===== config.mk =====
export PLATFORM = sky130hd
export DESIGN_NAME = blcr_config_regs
export DESIGN_NICKNAME = d
export VERILOG_FILES = /design/src/logic/blcr_pkg.sv /design/src/logic/blcr_short_detect.sv /design/src/logic/blcr_config_regs.sv
export SDC_FILE = /design/constraint.sdc
export NUM_CORES = 1
export LEC_CHECK = 0
export BUFFER_PORTS_ARGS = -buffer_cell sky130_fd_sc_hd__buf_2
export CORE_MARGIN = 2
export CORE_UTILIZATION = 45
export DETAILED_ROUTE_END_ITERATION = 8
export PLACE_DENSITY_LB_ADDON = 0.2
export SLEW_MARGIN = 25
export SYNTH_ARGS = -nofsm -noshare
export SYNTH_HDL_FRONTEND = slang
export SYNTH_SLANG_ARGS = --single-unit

===== constraint.sdc =====
create_clock -name clock -period 6.75 [get_ports clock]
set_input_delay 0.3375 -clock clock [delete_from_list [all_inputs] [get_ports clock]]
set_output_delay 0.3375 -clock clock [all_outputs]
set_load 0.02 [all_outputs]

===== src/logic/blcr_pkg.sv =====
// Purpose: Shared constants for the backlight channel configuration registers
// Assumes: 16-bit registers at their printed byte offsets on the host register port
// Notes: Threshold levels are held in units of 100 mV
package blcr_pkg;

	localparam int ADDR_W = 10;
	localparam int DATA_W = 16;
	localparam int CHANNELS = 6;
	localparam int VOLT_W = 7;
	localparam int STATE_W = 5;

	// Register offsets
	localparam logic [ADDR_W-1:0] OFS_CH5_CURRENT = 10'h1cc;
	localparam logic [ADDR_W-1:0] OFS_SUPPLY_SEL = 10'h288;
	localparam logic [ADDR_W-1:0] OFS_SHORT_FAULT_THRESHOLD = 10'h28a;
	localparam logic [ADDR_W-1:0] OFS_STATE_MON = 10'h2a4;

	// Reset values
	localparam logic [DATA_W-1:0] RST_CH5_CURRENT = 16'h0fff;
	localparam logic [DATA_W-1:0] RST_SUPPLY_SEL = 16'h0000;
	localparam logic [DATA_W-1:0] RST_SHORT_FAULT_THRESHOLD = 16'h0882;

	// Field positions
	localparam int CH5_OFF_BIT = 15;
	localparam int CH5_CUR_HI = 11;
	localparam int CH5_CUR_LO = 0;
	localparam int SUPPLY_HI = 15;
	localparam int SUPPLY_LO = 10;
	localparam int LEVEL_HI = 11;
	localparam int LEVEL_LO = 9;
	localparam int STATE_HI = 4;
	localparam int STATE_LO = 0;

	// Live state codes
	localparam logic [STATE_W-1:0] ST_REGULATOR_STARTUP = 5'h01;
	localparam logic [STATE_W-1:0] ST_NVM_LOAD = 5'h02;
	localparam logic [STATE_W-1:0] ST_STANDBY = 5'h03;
	localparam logic [STATE_W-1:0] ST_BOOST_FIRST = 5'h04;
	localparam logic [STATE_W-1:0] ST_BOOST_LAST = 5'h06;
	localparam logic [STATE_W-1:0] ST_ACTIVE = 5'h07;

	// Short threshold per level code, in 100 mV
	function automatic logic [VOLT_W-1:0] level_limit(input logic [2:0] code);
		logic [VOLT_W-1:0] lim;
		lim = 7'h00;
		unique case (code)
			3'h0: lim = 7'h1a;
			3'h1: lim = 7'h1e;
			3'h2: lim = 7'h22;
			3'h3: lim = 7'h26;
			3'h4: lim = 7'h2a;
			3'h5: lim = 7'h30;
			3'h6: lim = 7'h34;
			3'h7: lim = 7'h3c;
		endcase
		return lim;
	endfunction : level_limit

endpackage : blcr_pkg


===== src/logic/blcr_short_detect.sv =====
// Purpose: Per-channel shorted-LED fault comparison
// Assumes: Pin voltages arrive as 100 mV codes from converters on the same clock
// Notes: Fault flags are levels that follow the inputs one cycle later
`timescale 1ns/1ps
`default_nettype none
module blcr_short_detect (
	// Clock and reset
	input wire logic clock,
	input wire logic rstSyncN,
	// Configuration
	input wire logic driverEnable,
	input wire logic [2:0] shortFaultLevel,
	input wire logic [blcr_pkg::CHANNELS-1:0] detectOff,
	input wire logic [blcr_pkg::VOLT_W-1:0] pinVoltage [blcr_pkg::CHANNELS],
	// Result
	output logic [blcr_pkg::CHANNELS-1:0] shortFault
);

	typedef struct packed {
		logic [blcr_pkg::CHANNELS-1:0] fault;
	} blcr_det_state_t;

	blcr_det_state_t state;
	blcr_det_state_t next_state;
	logic [blcr_pkg::VOLT_W-1:0] limit;

	always_comb
	begin
		limit = blcr_pkg::level_limit(shortFaultLevel);
		next_state = state;
		for (int i = 0; i < blcr_pkg::CHANNELS; i++)
		begin
			// Strictly above the limit, only while the driver runs
			next_state.fault[i] = driverEnable && !detectOff[i] && (pinVoltage[i] > limit);
		end
	end

	always_ff @(posedge clock or negedge rstSyncN)
	begin
		if (!rstSyncN)
			state <= '0;
		else
			state <= next_state;
	end

	assign shortFault = state.fault;

	a_fault_gated_enable: assert property (@(posedge clock) disable iff (!rstSyncN)
		!driverEnable |=> shortFault == '0) else $error("fault flagged while driver off");
	a_fault_follows_cmp: assert property (@(posedge clock) disable iff (!rstSyncN)
		(driverEnable && !detectOff[0] && pinVoltage[0] > blcr_pkg::level_limit(shortFaultLevel))
		|=> shortFault[0]) else $error("channel 0 short missed");
	a_ch5_suppress: assert property (@(posedge clock) disable iff (!rstSyncN)
		detectOff[5] |=> !shortFault[5]) else $error("channel 5 fault while suppressed");

endmodule : blcr_short_detect
`default_nettype wire


===== src/logic/blcr_config_regs.sv =====
// Purpose: Channel five current, supply select, short threshold and state monitor registers
// Assumes: Host serial interface decodes frames into single-cycle register strobes
// Notes: Read data appears the cycle after the read strobe and holds until the next read
// Behaviour
// - Channel five bit 15 set disables its short fault detection; resets clear.
// - Channel five bits 11..0 hold its current code, reset all ones.
// - Bits 15..10 pick external supply per channel, five down to zero; reset zero.
// - Short fault when pin voltage exceeds selected level, driver enabled; default code four.
// - Bits 4..0 read live device state code; zero after reset.
`timescale 1ns/1ps
`default_nettype none
module blcr_config_regs (
	// Clock and reset
	input wire logic clock,
	input wire logic reset_n,
	// Register port
	input wire logic regWrite,
	input wire logic regRead,
	input wire logic [blcr_pkg::ADDR_W-1:0] regAddr,
	input wire logic [blcr_pkg::DATA_W-1:0] regWdata,
	output logic [blcr_pkg::DATA_W-1:0] regRdata,
	// Device state and fault inputs
	input wire logic [blcr_pkg::STATE_W-1:0] deviceState,
	input wire logic driverEnable,
	input wire logic [blcr_pkg::CHANNELS-2:0] otherDetectOff,
	input wire logic [blcr_pkg::VOLT_W-1:0] pinVoltage [blcr_pkg::CHANNELS],
	// Configuration outputs
	output logic ch5ShortDetectOff,
	output logic [11:0] ch5CurrentCode,
	output logic [blcr_pkg::CHANNELS-1:0] externalSupplySelect,
	output logic [2:0] shortFaultLevel,
	output logic [blcr_pkg::CHANNELS-1:0] shortFault
);

	typedef struct packed {
		logic [blcr_pkg::DATA_W-1:0] ch5Reg;
		logic [blcr_pkg::DATA_W-1:0] supplyReg;
		logic [blcr_pkg::DATA_W-1:0] threshReg;
		logic [blcr_pkg::STATE_W-1:0] liveState;
		logic [blcr_pkg::DATA_W-1:0] rdata;
	} blcr_reg_state_t;

	blcr_reg_state_t state;
	blcr_reg_state_t next_state;
	logic [1:0] rstPipe;
	logic rstSyncN;

	// Release of reset is synchronised; assertion stays asynchronous
	always_ff @(posedge clock or negedge reset_n)
	begin
		if (!reset_n)
			rstPipe <= 2'h0;
		else
			rstPipe <= {rstPipe[0], 1'b1};
	end

	assign rstSyncN = rstPipe[1];

	function automatic logic [blcr_pkg::DATA_W-1:0] read_mux(
		input logic [blcr_pkg::ADDR_W-1:0] addr,
		input blcr_reg_state_t s);
		logic [blcr_pkg::DATA_W-1:0] d;
		d = '0;
		unique case (addr)
			blcr_pkg::OFS_CH5_CURRENT: d = s.ch5Reg;
			blcr_pkg::OFS_SUPPLY_SEL: d = s.supplyReg;
			blcr_pkg::OFS_SHORT_FAULT_THRESHOLD: d = s.threshReg;
			blcr_pkg::OFS_STATE_MON: d[blcr_pkg::STATE_HI:blcr_pkg::STATE_LO] = s.liveState;
			default: d = '0;
		endcase
		return d;
	endfunction : read_mux

	always_comb
	begin
		next_state = state;
		// Sampled every cycle; a read returns the state sampled one cycle before the read strobe
		next_state.liveState = deviceState;
		if (regWrite)
		begin
			// Whole words are kept, reserved writable bits included
			unique case (regAddr)
				blcr_pkg::OFS_CH5_CURRENT: next_state.ch5Reg = regWdata;
				blcr_pkg::OFS_SUPPLY_SEL: next_state.supplyReg = regWdata;
				blcr_pkg::OFS_SHORT_FAULT_THRESHOLD: next_state.threshReg = regWdata;
				default: next_state.ch5Reg = state.ch5Reg;
			endcase
		end
		if (regRead)
			next_state.rdata = read_mux(regAddr, state);
	end

	always_ff @(posedge clock or negedge rstSyncN)
	begin
		if (!rstSyncN)
		begin
			state.ch5Reg <= blcr_pkg::RST_CH5_CURRENT;
			state.supplyReg <= blcr_pkg::RST_SUPPLY_SEL;
			state.threshReg <= blcr_pkg::RST_SHORT_FAULT_THRESHOLD;
			state.liveState <= '0;
			state.rdata <= '0;
		end
		else
			state <= next_state;
	end

	assign regRdata = state.rdata;
	assign ch5ShortDetectOff = state.ch5Reg[blcr_pkg::CH5_OFF_BIT];
	assign ch5CurrentCode = state.ch5Reg[blcr_pkg::CH5_CUR_HI:blcr_pkg::CH5_CUR_LO];
	assign externalSupplySelect = state.supplyReg[blcr_pkg::SUPPLY_HI:blcr_pkg::SUPPLY_LO];
	assign shortFaultLevel = state.threshReg[blcr_pkg::LEVEL_HI:blcr_pkg::LEVEL_LO];

	blcr_short_detect u_detect (
		.clock(clock),
		.rstSyncN(rstSyncN),
		.driverEnable(driverEnable),
		.shortFaultLevel(shortFaultLevel),
		.detectOff({ch5ShortDetectOff, otherDetectOff}),
		.pinVoltage(pinVoltage),
		.shortFault(shortFault)
	);

	a_ch5_write_current: assert property (@(posedge clock) disable iff (!rstSyncN)
		regWrite && regAddr == blcr_pkg::OFS_CH5_CURRENT
		|=> ch5CurrentCode == $past(regWdata[blcr_pkg::CH5_CUR_HI:blcr_pkg::CH5_CUR_LO]))
		else $error("current code not stored");
	a_ch5_write_off: assert property (@(posedge clock) disable iff (!rstSyncN)
		regWrite && regAddr == blcr_pkg::OFS_CH5_CURRENT
		|=> ch5ShortDetectOff == $past(regWdata[blcr_pkg::CH5_OFF_BIT]))
		else $error("detect off not stored");
	a_supply_map: assert property (@(posedge clock) disable iff (!rstSyncN)
		regWrite && regAddr == blcr_pkg::OFS_SUPPLY_SEL
		|=> externalSupplySelect == $past(regWdata[blcr_pkg::SUPPLY_HI:blcr_pkg::SUPPLY_LO]))
		else $error("supply bits wrong");
	a_level_write: assert property (@(posedge clock) disable iff (!rstSyncN)
		regWrite && regAddr == blcr_pkg::OFS_SHORT_FAULT_THRESHOLD
		|=> shortFaultLevel == $past(regWdata[blcr_pkg::LEVEL_HI:blcr_pkg::LEVEL_LO]))
		else $error("level not stored");
	a_monitor_read: assert property (@(posedge clock) disable iff (!rstSyncN)
		regRead && regAddr == blcr_pkg::OFS_STATE_MON
		|=> regRdata == {11'h000, $past(deviceState, 2)}) else $error("monitor read wrong");
	a_reserved_keep: assert property (@(posedge clock) disable iff (!rstSyncN)
		regWrite && regAddr == blcr_pkg::OFS_SHORT_FAULT_THRESHOLD ##1 regRead
		&& regAddr == blcr_pkg::OFS_SHORT_FAULT_THRESHOLD && !regWrite
		|=> regRdata == $past(regWdata, 2)) else $error("reserved bits lost");
	a_unmapped_zero: assert property (@(posedge clock) disable iff (!rstSyncN)
		regRead && regAddr != blcr_pkg::OFS_CH5_CURRENT && regAddr != blcr_pkg::OFS_SUPPLY_SEL
		&& regAddr != blcr_pkg::OFS_SHORT_FAULT_THRESHOLD && regAddr != blcr_pkg::OFS_STATE_MON
		|=> regRdata == '0) else $error("unmapped read not zero");

endmodule : blcr_config_regs
`default_nettype wire


==> metrics.txt, run 1 <==
# TYPE chip_impl_metric gauge
chip_impl_info{name="outcome",value="finished, final reports clean"} 1
chip_impl_metric{name="htree_levels",unit=""} 3
chip_impl_metric{name="detailedRoute.firstIterationViolations",unit=""} 96
chip_impl_metric{name="cts.sinks",unit=""} 77
chip_impl_metric{name="layout-area-overhead-vs-synth",unit="%"} 15.56
chip_impl_metric{name="fin_worst_skew",unit="ps"} 9.993
chip_impl_info{name="crit_chain",value="inv_1, o21ai_0, ha_1, o22ai_1, o21ai_0, a311oi_1, a2111oi_1"} 1
chip_impl_metric{name="place_ws",unit="ps"} 4029
chip_impl_metric{name="timing.slew.headroom",unit="%"} 33.58
chip_impl_metric{name="minimum_setup_slack_among_reg_to_reg_paths",unit="ps"} 4070
chip_impl_metric{name="std_cell_rows",unit=""} 36
chip_impl_metric{name="worst_slack",unit="ps"} 4068
chip_impl_metric{name="gp_congestion",unit=""} 0.8734
chip_impl_metric{name="register_area",unit="mm2"} 0.001949
chip_impl_metric{name="synthesis.instances",unit=""} 387
chip_impl_metric{name="drt-vias-per-instance",unit=""} 5.359
chip_impl_metric{name="hold_path_depth",unit=""} 1
chip_impl_metric{name="pleak",unit="uW"} 0.002621
chip_impl_metric{name="synth_area_per_cell",unit="um2"} 11.59
chip_impl_metric{name="drt_drc_violations_left",unit=""} 0
chip_impl_metric{name="seq_area_frac_synth",unit="%"} 43.38
chip_impl_metric{name="num_vias",unit=""} 3296
chip_impl_info{name="tritoncts_clock_tree",value="yes"} 1
chip_impl_info{name="rr_startpoint",value="shortFaultLevel[1]"} 1
chip_impl_metric{name="tightest_slew",unit="ps"} 986.0
chip_impl_info{name="timing.hold.worst_endpoint",value="state[17]"} 1
chip_impl_metric{name="vias_in_the_first_global_route",unit=""} 3384
chip_impl_metric{name="die_area",unit="mm2"} 0.01078
chip_impl_info{name="crit_top_cell",value="sky130_fd_sc_hd__o21ai_0"} 1
chip_impl_metric{name="diodes",unit=""} 0
chip_impl_metric{name="ffs_latches_synth",unit=""} 77
chip_impl_metric{name="global_route.overflow_total",unit=""} 0
chip_impl_metric{name="critical_path_arrival",unit="ps"} 2910
chip_impl_metric{name="fp.coreArea",unit="mm2"} 0.009729
chip_impl_metric{name="drt.antenna.violating_nets",unit=""} 0
chip_impl_metric{name="route.final.wire_length",unit="mm"} 10.56
chip_impl_metric{name="place.port_buffers",unit=""} 126
chip_impl_info{name="crit_family",value="compound AO/OA/AOI/OAI gates"} 1
chip_impl_metric{name="proportion_of_layout_cells_with_a_drive_suffix_above_1",unit="%"} 40.04
chip_impl_metric{name="worst-path-buf-inv",unit=""} 1
chip_impl_metric{name="drv_cap",unit=""} 0
chip_impl_metric{name="routed_wire_length_per_instance",unit="um"} 17.17
chip_impl_metric{name="powerDensity",unit="mW/mm2"} 177.4
chip_impl_info{name="worst_r2r_endpoint",value="u_detect.shortFault[1]"} 1
chip_impl_metric{name="dp.final_hpwl",unit="mm"} 7.640
chip_impl_info{name="startpoint",value="shortFaultLevel[1]"} 1
chip_impl_metric{name="fp.dieW",unit="um"} 103.8
chip_impl_metric{name="crit_required",unit="ps"} 6980
chip_impl_metric{name="power.ir.vdd_worst",unit="mV"} 0.1176
chip_impl_metric{name="mappedNetlistNets",unit=""} 496
chip_impl_metric{name="drtPass1Iterations",unit=""} 4
chip_impl_metric{name="ios",unit=""} 127
chip_impl_info{name="hp-class",value="input pin to flip-flop"} 1
chip_impl_metric{name="timing.final.hold_violations",unit=""} 0
chip_impl_metric{name="clock_tree.buffer_depth",unit=""} 2
chip_impl_metric{name="pin_count_of_the_biggest_net_entering_global_routing",unit=""} 76
chip_impl_metric{name="cts_inserted_buffers",unit=""} 9
chip_impl_metric{name="period_share",unit="%"} 39.73
chip_impl_metric{name="clk_transition_reported_paths",unit="ps"} 90
chip_impl_info{name="synth_top_flop_cell",value="sky130_fd_sc_hd__dfrtp_1"} 1
chip_impl_metric{name="antenna_found_initial",unit=""} 0
chip_impl_metric{name="cpPeakStageDelay",unit="ps"} 780
chip_impl_metric{name="clock_insertion_delay_worst_skew",unit="ps"} 360
chip_impl_metric{name="post_cts_buffers",unit=""} 0
chip_impl_metric{name="finalCriticalPeriod",unit="ps"} 2682
chip_impl_metric{name="post_synth_num_cell_types",unit=""} 57
chip_impl_info{name="cts_root_buffer",value="sky130_fd_sc_hd__clkbuf_8"} 1
chip_impl_metric{name="synth.yosys.warnings",unit=""} 0
chip_impl_metric{name="initial_utilization",unit="%"} 46.10
chip_impl_metric{name="slew_violations",unit=""} 0
chip_impl_metric{name="syn_area",unit="mm2"} 0.004486
chip_impl_metric{name="multi_input_area",unit="mm2"} 0.002147
chip_impl_metric{name="synth-edff-count",unit=""} 0
chip_impl_info{name="timing.hold.worst.start",value="deviceState[1]"} 1
chip_impl_metric{name="fillCellCount",unit=""} 897
chip_impl_metric{name="setup-tns-final",unit="ps"} 0
chip_impl_metric{name="report.final.setup_viol",unit=""} 0
chip_impl_metric{name="final_util",unit="%"} 53.28
chip_impl_info{name="timing.critical_path.to_type",value="flip-flop"} 1
chip_impl_info{name="worst-setup-path-type",value="flip-flop to flip-flop"} 1
chip_impl_info{name="slowest_cell_on_the_critical_path",value="sky130_fd_sc_hd__o21ai_0"} 1
chip_impl_metric{name="timing.reg2reg.worst_path_depth",unit=""} 7
chip_impl_metric{name="largest_driver_fanout_on_the_critical_path",unit=""} 7
chip_impl_info{name="startpoint_type_of_the_worst_setup_path",value="flip-flop"} 1
chip_impl_metric{name="design.final.nets",unit=""} 586
chip_impl_metric{name="gr-usage-all-layers",unit="%"} 20.21
chip_impl_info{name="rsz0062_at_grt",value="no"} 1
chip_impl_metric{name="wire_length_of_the_first_global_routing_pass",unit="mm"} 17.22
chip_impl_metric{name="chipHeight",unit="um"} 103.8
chip_impl_metric{name="achievable-frequency",unit="GHz"} 0.3729
chip_impl_metric{name="synth_async_sr_flop_share",unit="%"} 100.0
placed cells by master, fill, tap and decap left out, types with 8 or more instances in the layout:
master	count
sky130_fd_sc_hd__clkbuf_8	9
sky130_fd_sc_hd__dfstp_2	15
sky130_fd_sc_hd__mux2_4	10
sky130_fd_sc_hd__mux2_1	22
sky130_fd_sc_hd__mux2_2	16
sky130_fd_sc_hd__dfrtp_1	61
sky130_fd_sc_hd__ha_1	26
sky130_fd_sc_hd__buf_2	126
sky130_fd_sc_hd__mux2i_1	18
sky130_fd_sc_hd__nand2_1	21
sky130_fd_sc_hd__nor2_1	22
sky130_fd_sc_hd__o21ai_0	8
sky130_fd_sc_hd__inv_1	15
sky130_fd_sc_hd__a221o_1	14
Yosys cell counts (all sizes together) (2+ instances only):
cell     number  area share [%]
a21boi        6             1.0
buf          45             7.2
nand2        21             1.8
nand3         2            0.33
a221o        14             3.1
a21o          2            0.33
clkbuf        5            0.42
mux2         48              13
nor2         23             2.0
and4          2            0.39
a21oi         3            0.33
a311oi        6             1.2
or3b          2            0.39
and4bb        2            0.56
nand2b        3            0.42
o22ai         6            0.84
mux2i        19             4.5
dfrtp        62              35
o2bb2ai       5            0.98
dfstp        15             8.8
a32oi         5            0.98
nand3b        2            0.33
nor2b         3            0.42
and2          2            0.28
inv          15             1.3
nor4bb        2            0.45
and3b         3            0.59
xnor2         4            0.78
nand4         3            0.42
a22oi         5            0.84
ha           26             7.3
a31oi         2            0.28
a2111oi       2            0.42
o21ai         8            0.89
worst max path at each step:
stage               slack, ps                     end  cells after the start
finish                   4070  u_detect.shortFault[1]                      7
global placement         4200  u_detect.shortFault[1]                      5
detailed placement       4030  u_detect.shortFault[1]                      7
global route             3830  u_detect.shortFault[1]                      7
floorplan                4410  u_detect.shortFault[1]                      6
CTS                      4010  u_detect.shortFault[1]                      7
per-stage QoR:
| stage | cells | hold slack, ps | total power, uW | cell area (um2) |
|---|---|---|---|---|
| CTS | 614 | 70.16 | 927.6 | 5156 |
| floorplan | 387 | 41.91 | 537.8 | 4486 |
| global placement | 597 | 122.6 | 580.7 | 4957 |
| finish | 615 | 79.07 | 919.8 | 5184 |
| global route | 615 | 51.17 | 964.2 | 5184 |
| detailed placement | 597 | 125.1 | 584.0 | 4957 |
kinds of logic after synthesis:
group,count (synthesis),synth area share (%)
muxes,67,17.41
buffers and inverters,65,8.898
adders and majority gates,26,7.252
AOI/OAI and AO/OA,70,12.41
DFF,77,43.38
xor gates and xnor gates,5,0.9762
and+or+nand+nor,76,9.596
other,1,0.08360
worst register-to-register path, stage by stage (launching register included):
cell,delay (ps)
sky130_fd_sc_hd__dfrtp_1,490
sky130_fd_sc_hd__inv_1,120
sky130_fd_sc_hd__o21ai_0,780
sky130_fd_sc_hd__ha_1,340
sky130_fd_sc_hd__o22ai_1,90
sky130_fd_sc_hd__o21ai_0,210
sky130_fd_sc_hd__a311oi_1,120
sky130_fd_sc_hd__a2111oi_1,410
timing repair:
| item | in CTS | in global routing |
|---|---|---|
| endpoints found under the hold margin | 2 | 0 |
| gates resized for setup | 0 | 0 |
| hold buffers | 1 | 0 |
metal layers:
| metal | GRT usage, % | vias to the layer above | routed length, um |
|---|---|---|---|
| li1 | - | 1580 | - |
| met1 | 27.61 | 1603 | 4849 |
| met2 | 31.86 | 99 | 4982 |
| met3 | 4.594 | 14 | 578 |
| met4 | 6.660 | 0 | 147 |
| met5 | 0 | - | 0 |
layout make-up:
cell class,instances,share of cell area (%)
Multi-Input combinational cell,245,41.42
Sequential cell,77,37.61
Timing Repair Buffer,129,13.03
Tap cell,133,3.210
Clock buffer,9,2.390
Clock inverter,7,1.255
Inverter,15,1.086
sequential cells by signal, indices dropped and copies added (netlist names):
| signal | cells |
|---|---|
| externalSupplySelect | 6 |
| u_detect.shortFault | 6 |
| regRdata | 16 |
| rstPipe | 2 |
| ch5CurrentCode | 12 |
| shortFaultLevel | 3 |
| ch5ShortDetectOff | 1 |
| state | 31 |
power by group:
| part | internal, uW | switching [uW] |
|---|---|---|
| logic | 44.6 | 54.6 |
| clock network | 143 | 199 |
| registers | 471 | 7.27 |
| total | 659 | 261 |
(Power assumes the default switching activity.)
==> run 2: changes to the inputs <==
Clock period 6.75 ns to 2.16 ns, I/O delays scaled along.
==> metrics.txt, run 2 (synthesized netlist as in run 1, its figures left out) <==
# TYPE chip_impl_metric gauge
chip_impl_metric{name="gr-usage-all-layers",unit="%"} 20.56
chip_impl_metric{name="layout-area-overhead-vs-synth",unit="%"} 24.13
chip_impl_metric{name="critical_path_arrival",unit="ps"} 2330
chip_impl_metric{name="cts_inserted_buffers",unit=""} 9
chip_impl_info{name="worst-setup-path-type",value="flip-flop to flip-flop"} 1
chip_impl_metric{name="diodes",unit=""} 0
chip_impl_metric{name="finalCriticalPeriod",unit="ps"} 2068
chip_impl_metric{name="htree_levels",unit=""} 3
chip_impl_metric{name="report.final.setup_viol",unit=""} 0
chip_impl_metric{name="area_post_placement",unit="mm2"} 0.005114
chip_impl_metric{name="fillCellCount",unit=""} 850
chip_impl_metric{name="die_area",unit="mm2"} 0.01078
chip_impl_metric{name="std_cell_rows",unit=""} 36
chip_impl_metric{name="drt-vias-per-instance",unit=""} 5.334
chip_impl_info{name="registers.top_by_ff_count",value="state"} 1
chip_impl_metric{name="tightest_slew",unit="ps"} 696.8
chip_impl_metric{name="power.ir.vdd_worst",unit="mV"} 0.4094
chip_impl_metric{name="powerDensity",unit="mW/mm2"} 564.0
chip_impl_metric{name="detailedRoute.firstIterationViolations",unit=""} 185
chip_impl_info{name="worst_r2r_endpoint",value="u_detect.shortFault[3]"} 1
chip_impl_metric{name="pin_count_of_the_biggest_net_entering_global_routing",unit=""} 41
chip_impl_info{name="timing.critical_path.to_type",value="flip-flop"} 1
chip_impl_metric{name="period_share",unit="%"} 95.76
chip_impl_metric{name="drtPass1Iterations",unit=""} 4
chip_impl_metric{name="drt.antenna.violating_nets",unit=""} 0
chip_impl_info{name="mostFrequentLayoutCells",value="sky130_fd_sc_hd__buf_2 (126), sky130_fd_sc_hd__dfrtp_1 (61), sky130_fd_sc_hd__ha_1 (25)"} 1
chip_impl_metric{name="design.final.nets",unit=""} 621
chip_impl_metric{name="timing.slew.headroom",unit="%"} 53.50
chip_impl_metric{name="initial_utilization",unit="%"} 46.10
chip_impl_metric{name="largest_driver_fanout_on_the_critical_path",unit=""} 4
chip_impl_info{name="timing.hold.worst.start",value="regWdata[15]"} 1
chip_impl_metric{name="gp_congestion",unit=""} 0.8990
chip_impl_info{name="startpoint_type_of_the_worst_setup_path",value="flip-flop"} 1
chip_impl_metric{name="drt_drc_violations_left",unit=""} 0
chip_impl_metric{name="routed_wire_length_per_instance",unit="um"} 16.33
chip_impl_info{name="tritoncts_clock_tree",value="yes"} 1
chip_impl_metric{name="route.final.wire_length",unit="mm"} 10.62
chip_impl_metric{name="achievable-frequency",unit="GHz"} 0.4835
chip_impl_metric{name="use_met1",unit="%"} 26.50
chip_impl_metric{name="global_route.overflow_total",unit=""} 0
chip_impl_info{name="top_usage_layer",value="met2"} 1
chip_impl_metric{name="final_util",unit="%"} 57.23
chip_impl_info{name="startpoint",value="shortFaultLevel[1]"} 1
chip_impl_metric{name="final_cell_area",unit="mm2"} 0.005568
chip_impl_metric{name="grt.met2_usage",unit="%"} 34.35
chip_impl_metric{name="layoutNonFillerInstCount",unit=""} 650
chip_impl_metric{name="fp.coreArea",unit="mm2"} 0.009729
chip_impl_metric{name="clock_tree.buffer_depth",unit=""} 2
chip_impl_metric{name="pleak",unit="uW"} 0.002820
chip_impl_metric{name="fin_worst_skew",unit="ps"} 17.08
chip_impl_metric{name="minimum_setup_slack_among_reg_to_reg_paths",unit="ps"} 90
chip_impl_metric{name="timing.final.hold_violations",unit=""} 0
chip_impl_metric{name="post-place-cells",unit=""} 614
chip_impl_metric{name="vias_in_the_first_global_route",unit=""} 3592
chip_impl_metric{name="crit_required",unit="ps"} 2420
chip_impl_metric{name="wire_length_of_the_first_global_routing_pass",unit="mm"} 17.77
chip_impl_info{name="outcome",value="finished, final reports clean"} 1
chip_impl_metric{name="largest_register_ff_count",unit=""} 31
chip_impl_info{name="rsz0062_at_grt",value="no"} 1
chip_impl_metric{name="slew_violations",unit=""} 0
chip_impl_info{name="hp-class",value="input pin to flip-flop"} 1
chip_impl_metric{name="chipHeight",unit="um"} 103.8
chip_impl_metric{name="antenna_found_initial",unit=""} 1
chip_impl_metric{name="ios",unit=""} 127
chip_impl_metric{name="clk_transition_reported_paths",unit="ps"} 70
chip_impl_metric{name="fp.dieW",unit="um"} 103.8
chip_impl_metric{name="num_vias",unit=""} 3467
chip_impl_metric{name="timing.reg2reg.worst_path_depth",unit=""} 9
chip_impl_metric{name="dp.final_hpwl",unit="mm"} 7.758
chip_impl_info{name="cts_root_buffer",value="sky130_fd_sc_hd__clkbuf_8"} 1
chip_impl_metric{name="cts.sinks",unit=""} 77
chip_impl_metric{name="hold_path_depth",unit=""} 2
chip_impl_info{name="final_common_cell",value="sky130_fd_sc_hd__buf_2"} 1
chip_impl_metric{name="worst_slack",unit="ps"} 91.54
chip_impl_metric{name="clock_insertion_delay_worst_skew",unit="ps"} 350
chip_impl_metric{name="place.port_buffers",unit=""} 126
chip_impl_info{name="timing.hold.worst_endpoint",value="ch5ShortDetectOff"} 1
chip_impl_metric{name="proportion_of_layout_cells_with_a_drive_suffix_above_1",unit="%"} 42.36
chip_impl_metric{name="drv_cap",unit=""} 0
chip_impl_info{name="rr_startpoint",value="shortFaultLevel[1]"} 1
chip_impl_metric{name="place_ws",unit="ps"} 63.73
chip_impl_metric{name="groute.layer.met3.usage",unit="%"} 5.035
[run 2: how the worst max path moves through the flow]
stage | to | depth (start not counted)
after floorplan | u_detect.shortFault[1] | 8
after global placement | u_detect.shortFault[4] | 9
after detailed placement | u_detect.shortFault[2] | 10
after CTS | u_detect.shortFault[2] | 8
after global routing | u_detect.shortFault[0] | 10
final | u_detect.shortFault[3] | 9
[run 2: critical path: stages, from the launching register on]
cell	delay [ps]
sky130_fd_sc_hd__dfrtp_1	380
sky130_fd_sc_hd__inv_1	110
sky130_fd_sc_hd__ha_1	240
sky130_fd_sc_hd__nand2_1	80
sky130_fd_sc_hd__o21ai_2	70
sky130_fd_sc_hd__buf_4	160
sky130_fd_sc_hd__ha_1	270
sky130_fd_sc_hd__nand2_1	60
sky130_fd_sc_hd__or4_1	470
sky130_fd_sc_hd__a31oi_1	150
[run 2: power breakdown]
group	internal, uW	leakage, uW	switching [uW]
clock network	770	0.000120	531
registers	1470	0.000997	27.1
logic	165	0.00170	175
[run 2: area by class of cell]
cell class / count / area [um2] / area share (%)
Clock inverter: 6 / 112.6 / 2.022
Timing Repair Buffer: 164 / 978.4 / 17.57
Tap cell: 133 / 166.4 / 2.989
Multi-Input combinational cell: 245 / 2177 / 39.10
Clock buffer: 10 / 127.6 / 2.292
Sequential cell: 77 / 1949 / 35.01
Inverter: 15 / 56.30 / 1.011
[run 2: per-stage QoR]
stage / TNS (ps) / total power, uW / hold WS (ps)
6_report: 0 / 3140 / 15.83
5_1_grt: 0 / 3289 / 8.698
4_1_cts: 0 / 3175 / 0.8342
3_5_place_dp: 0 / 1838 / -99.71
3_3_place_gp: 0 / 1829 / -106.2
2_1_floorplan: -68.89 / 1681 / -187.6
[run 2: timing repair]
action | 4_1_cts | 5_1_grt
endpoints found under the setup margin | 0 | 6
hold buffers | 15 | 1
endpoints found under the hold margin | 18 | 1
buffers inserted | 0 | 4
gates resized for setup | 0 | 12
[run 2: per-layer routing]
metal / wire length, um / part of all wire (%)
met1: 4713 / 44
met2: 5165 / 49
met3: 588 / 5.5
met4: 147 / 1.4
met5: 0 / 0
==> run 3: changes to the inputs <==
Settings changed: CTS_BUF_LIST set to sky130_fd_sc_hd__clkbuf_4 sky130_fd_sc_hd__clkbuf_8 sky130_fd_sc_hd__clkbuf_16.
==> metrics.txt, run 3 (synthesized netlist as in run 1, its figures left out) <==
# TYPE chip_impl_metric gauge
chip_impl_metric{name="setup-tns-final",unit="ps"} 0
chip_impl_metric{name="finalCriticalPeriod",unit="ps"} 2068
chip_impl_metric{name="die_area",unit="mm2"} 0.01078
chip_impl_info{name="crit_chain",value="inv_1, ha_1, nand2_1, o21ai_2, buf_4, ha_1, nand2_1, or4_1, a31oi_1"} 1
chip_impl_metric{name="layoutNonFillerInstCount",unit=""} 650
chip_impl_metric{name="std_cell_rows",unit=""} 36
chip_impl_metric{name="pleak",unit="uW"} 0.002823
chip_impl_info{name="hp-class",value="input pin to flip-flop"} 1
chip_impl_metric{name="powerDensity",unit="mW/mm2"} 565.8
chip_impl_metric{name="antenna_found_initial",unit=""} 1
chip_impl_metric{name="vias_in_the_first_global_route",unit=""} 3592
chip_impl_metric{name="worst_slack",unit="ps"} 91.54
chip_impl_metric{name="pin_count_of_the_biggest_net_entering_global_routing",unit=""} 41
chip_impl_metric{name="timing.final.hold_violations",unit=""} 0
chip_impl_metric{name="drtPass1Iterations",unit=""} 4
chip_impl_metric{name="largest_driver_fanout_on_the_critical_path",unit=""} 4
chip_impl_metric{name="proportion_of_layout_cells_with_a_drive_suffix_above_1",unit="%"} 42.55
chip_impl_metric{name="fp.dieW",unit="um"} 103.8
chip_impl_metric{name="fin_worst_skew",unit="ps"} 17.08
chip_impl_metric{name="power.net_switching",unit="uW"} 733.3
chip_impl_metric{name="clock_insertion_delay_worst_skew",unit="ps"} 350
chip_impl_metric{name="chipHeight",unit="um"} 103.8
chip_impl_metric{name="timing.slew.headroom",unit="%"} 53.46
chip_impl_metric{name="route.final.wire_length",unit="mm"} 10.61
chip_impl_metric{name="power_frac_comb",unit="%"} 10.8
chip_impl_metric{name="power.sequential.fraction",unit="%"} 47.5
chip_impl_info{name="top_usage_layer",value="met2"} 1
chip_impl_metric{name="final_util",unit="%"} 57.27
chip_impl_metric{name="clock_tree.buffer_depth",unit=""} 2
chip_impl_metric{name="swShare",unit="%"} 23.26
chip_impl_metric{name="period_share",unit="%"} 95.76
chip_impl_info{name="worst-setup-path-type",value="flip-flop to flip-flop"} 1
chip_impl_metric{name="num_vias",unit=""} 3454
chip_impl_metric{name="dp.final_hpwl",unit="mm"} 7.758
chip_impl_info{name="final_common_cell",value="sky130_fd_sc_hd__buf_2"} 1
chip_impl_metric{name="achievable-frequency",unit="GHz"} 0.4835
chip_impl_metric{name="grt.met2_usage",unit="%"} 34.35
chip_impl_info{name="slowest_cell_on_the_critical_path",value="sky130_fd_sc_hd__or4_1"} 1
chip_impl_info{name="registers.top_by_ff_count",value="state"} 1
chip_impl_metric{name="initial_utilization",unit="%"} 46.10
chip_impl_metric{name="drt-vias-per-instance",unit=""} 5.314
chip_impl_metric{name="routed_wire_length_per_instance",unit="um"} 16.33
chip_impl_metric{name="fp.coreArea",unit="mm2"} 0.009729
chip_impl_metric{name="largest_register_ff_count",unit=""} 31
chip_impl_info{name="crit_family",value="simple AND/OR/NAND/NOR gates"} 1
chip_impl_metric{name="critical_path_arrival",unit="ps"} 2330
chip_impl_info{name="rsz0062_at_grt",value="no"} 1
chip_impl_info{name="tritoncts_clock_tree",value="yes"} 1
chip_impl_metric{name="report.final.setup_viol",unit=""} 0
chip_impl_metric{name="layout-area-overhead-vs-synth",unit="%"} 24.21
chip_impl_metric{name="place.port_buffers",unit=""} 126
chip_impl_metric{name="cts_inserted_buffers",unit=""} 9
chip_impl_metric{name="fillCellCount",unit=""} 851
chip_impl_metric{name="htree_levels",unit=""} 3
chip_impl_metric{name="groute.layer.met3.usage",unit="%"} 5.035
chip_impl_metric{name="design.final.nets",unit=""} 621
chip_impl_metric{name="drt_drc_violations_left",unit=""} 0
chip_impl_metric{name="detailedRoute.firstIterationViolations",unit=""} 185
chip_impl_metric{name="slew_violations",unit=""} 0
chip_impl_metric{name="gr-usage-all-layers",unit="%"} 20.56
chip_impl_info{name="mostFrequentLayoutCells",value="sky130_fd_sc_hd__buf_2 (126), sky130_fd_sc_hd__dfrtp_1 (61), sky130_fd_sc_hd__ha_1 (25)"} 1
chip_impl_metric{name="global_route.overflow_total",unit=""} 0
chip_impl_metric{name="place_ws",unit="ps"} 63.73
chip_impl_info{name="timing.critical_path.to_type",value="flip-flop"} 1
chip_impl_metric{name="cpPeakStageDelay",unit="ps"} 470
chip_impl_metric{name="cell_internal_pwr",unit="uW"} 2419
chip_impl_metric{name="cts.sinks",unit=""} 77
chip_impl_metric{name="diodes",unit=""} 0
chip_impl_metric{name="clk_transition_reported_paths",unit="ps"} 70
chip_impl_metric{name="post-place-cells",unit=""} 614
chip_impl_metric{name="drv_cap",unit=""} 0
chip_impl_metric{name="wire_length_of_the_first_global_routing_pass",unit="mm"} 17.77
chip_impl_metric{name="ios",unit=""} 127
chip_impl_metric{name="use_met1",unit="%"} 26.50
chip_impl_metric{name="power.ir.vdd_worst",unit="mV"} 0.4094
chip_impl_metric{name="tightest_slew",unit="ps"} 697.4
chip_impl_info{name="cts_root_buffer",value="sky130_fd_sc_hd__clkbuf_8"} 1
chip_impl_metric{name="worst-path-buf-inv",unit=""} 2
chip_impl_info{name="startpoint_type_of_the_worst_setup_path",value="flip-flop"} 1
chip_impl_metric{name="pwr-share-clk",unit="%"} 41.7
chip_impl_info{name="outcome",value="finished, final reports clean"} 1
chip_impl_metric{name="gp_congestion",unit=""} 0.8990
chip_impl_metric{name="crit_required",unit="ps"} 2420
chip_impl_metric{name="drt.antenna.violating_nets",unit=""} 0
chip_impl_metric{name="report.power.total",unit="uW"} 3153
run 3: power by group through the flow:
stage | clock [uW] | combinational (uW) | sequential (uW)
5_1_grt | 1420 | 378 | 1500
4_1_cts | 1360 | 332 | 1500
3_3_place_gp | 0 | 303 | 1530
6_report | 1310 | 340 | 1500
3_5_place_dp | 0 | 310 | 1530
2_1_floorplan | 0 | 145 | 1540
run 3: final timing paths:
| check | start | to | slack (ps) | depth (start not counted) |
|---|---|---|---|---|
| worst max-delay path | shortFaultLevel[1] | u_detect.shortFault[3] | 90 | 9 |
| worst min-delay path | regWdata[15] | ch5ShortDetectOff | 20 | 2 |
| worst max register to register | shortFaultLevel[1] | u_detect.shortFault[3] | 90 | 9 |
| worst min register to register | rstPipe[1] | externalSupplySelect[4] | 310 | 0 |
| max in group asynchronous | rstPipe[1] | ch5CurrentCode[9] | 1190 | 1 |
| min in group asynchronous | reset_n | rstPipe[0] | 80 | 2 |
run 3: stage by stage:
step / hold WS, ps / instance area, um2
2_1_floorplan: -187.6 / 4492
3_3_place_gp: -106.2 / 5114
3_5_place_dp: -99.71 / 5114
4_1_cts: 0.8342 / 5508
5_1_grt: 8.698 / 5572
6_report: 15.90 / 5572
run 3: area by class of cell:
type,instances,area [um2],share of cell area (%)
multi-input combinational,245,2177,39.07
inverter,15,56.30,1.011
clock buffer,10,131.4,2.358
tap,133,166.4,2.987
clock inverter,6,112.6,2.021
sequential,77,1949,34.99
timing repair buffer,164,978.4,17.56
run 3: timing repair:
action,in CTS,in global routing
resized for setup,0,12
hold endpoints to repair,18,1
buffers inserted,0,4
setup endpoints to repair,0,6
hold buffers,15,1
run 3: routing by layer:
layer  share of wire [%]  routed length, um
met4                 1.4                147
met3                 5.6                592
met2                  49               5160
met5                   0                  0
met1                  44               4712
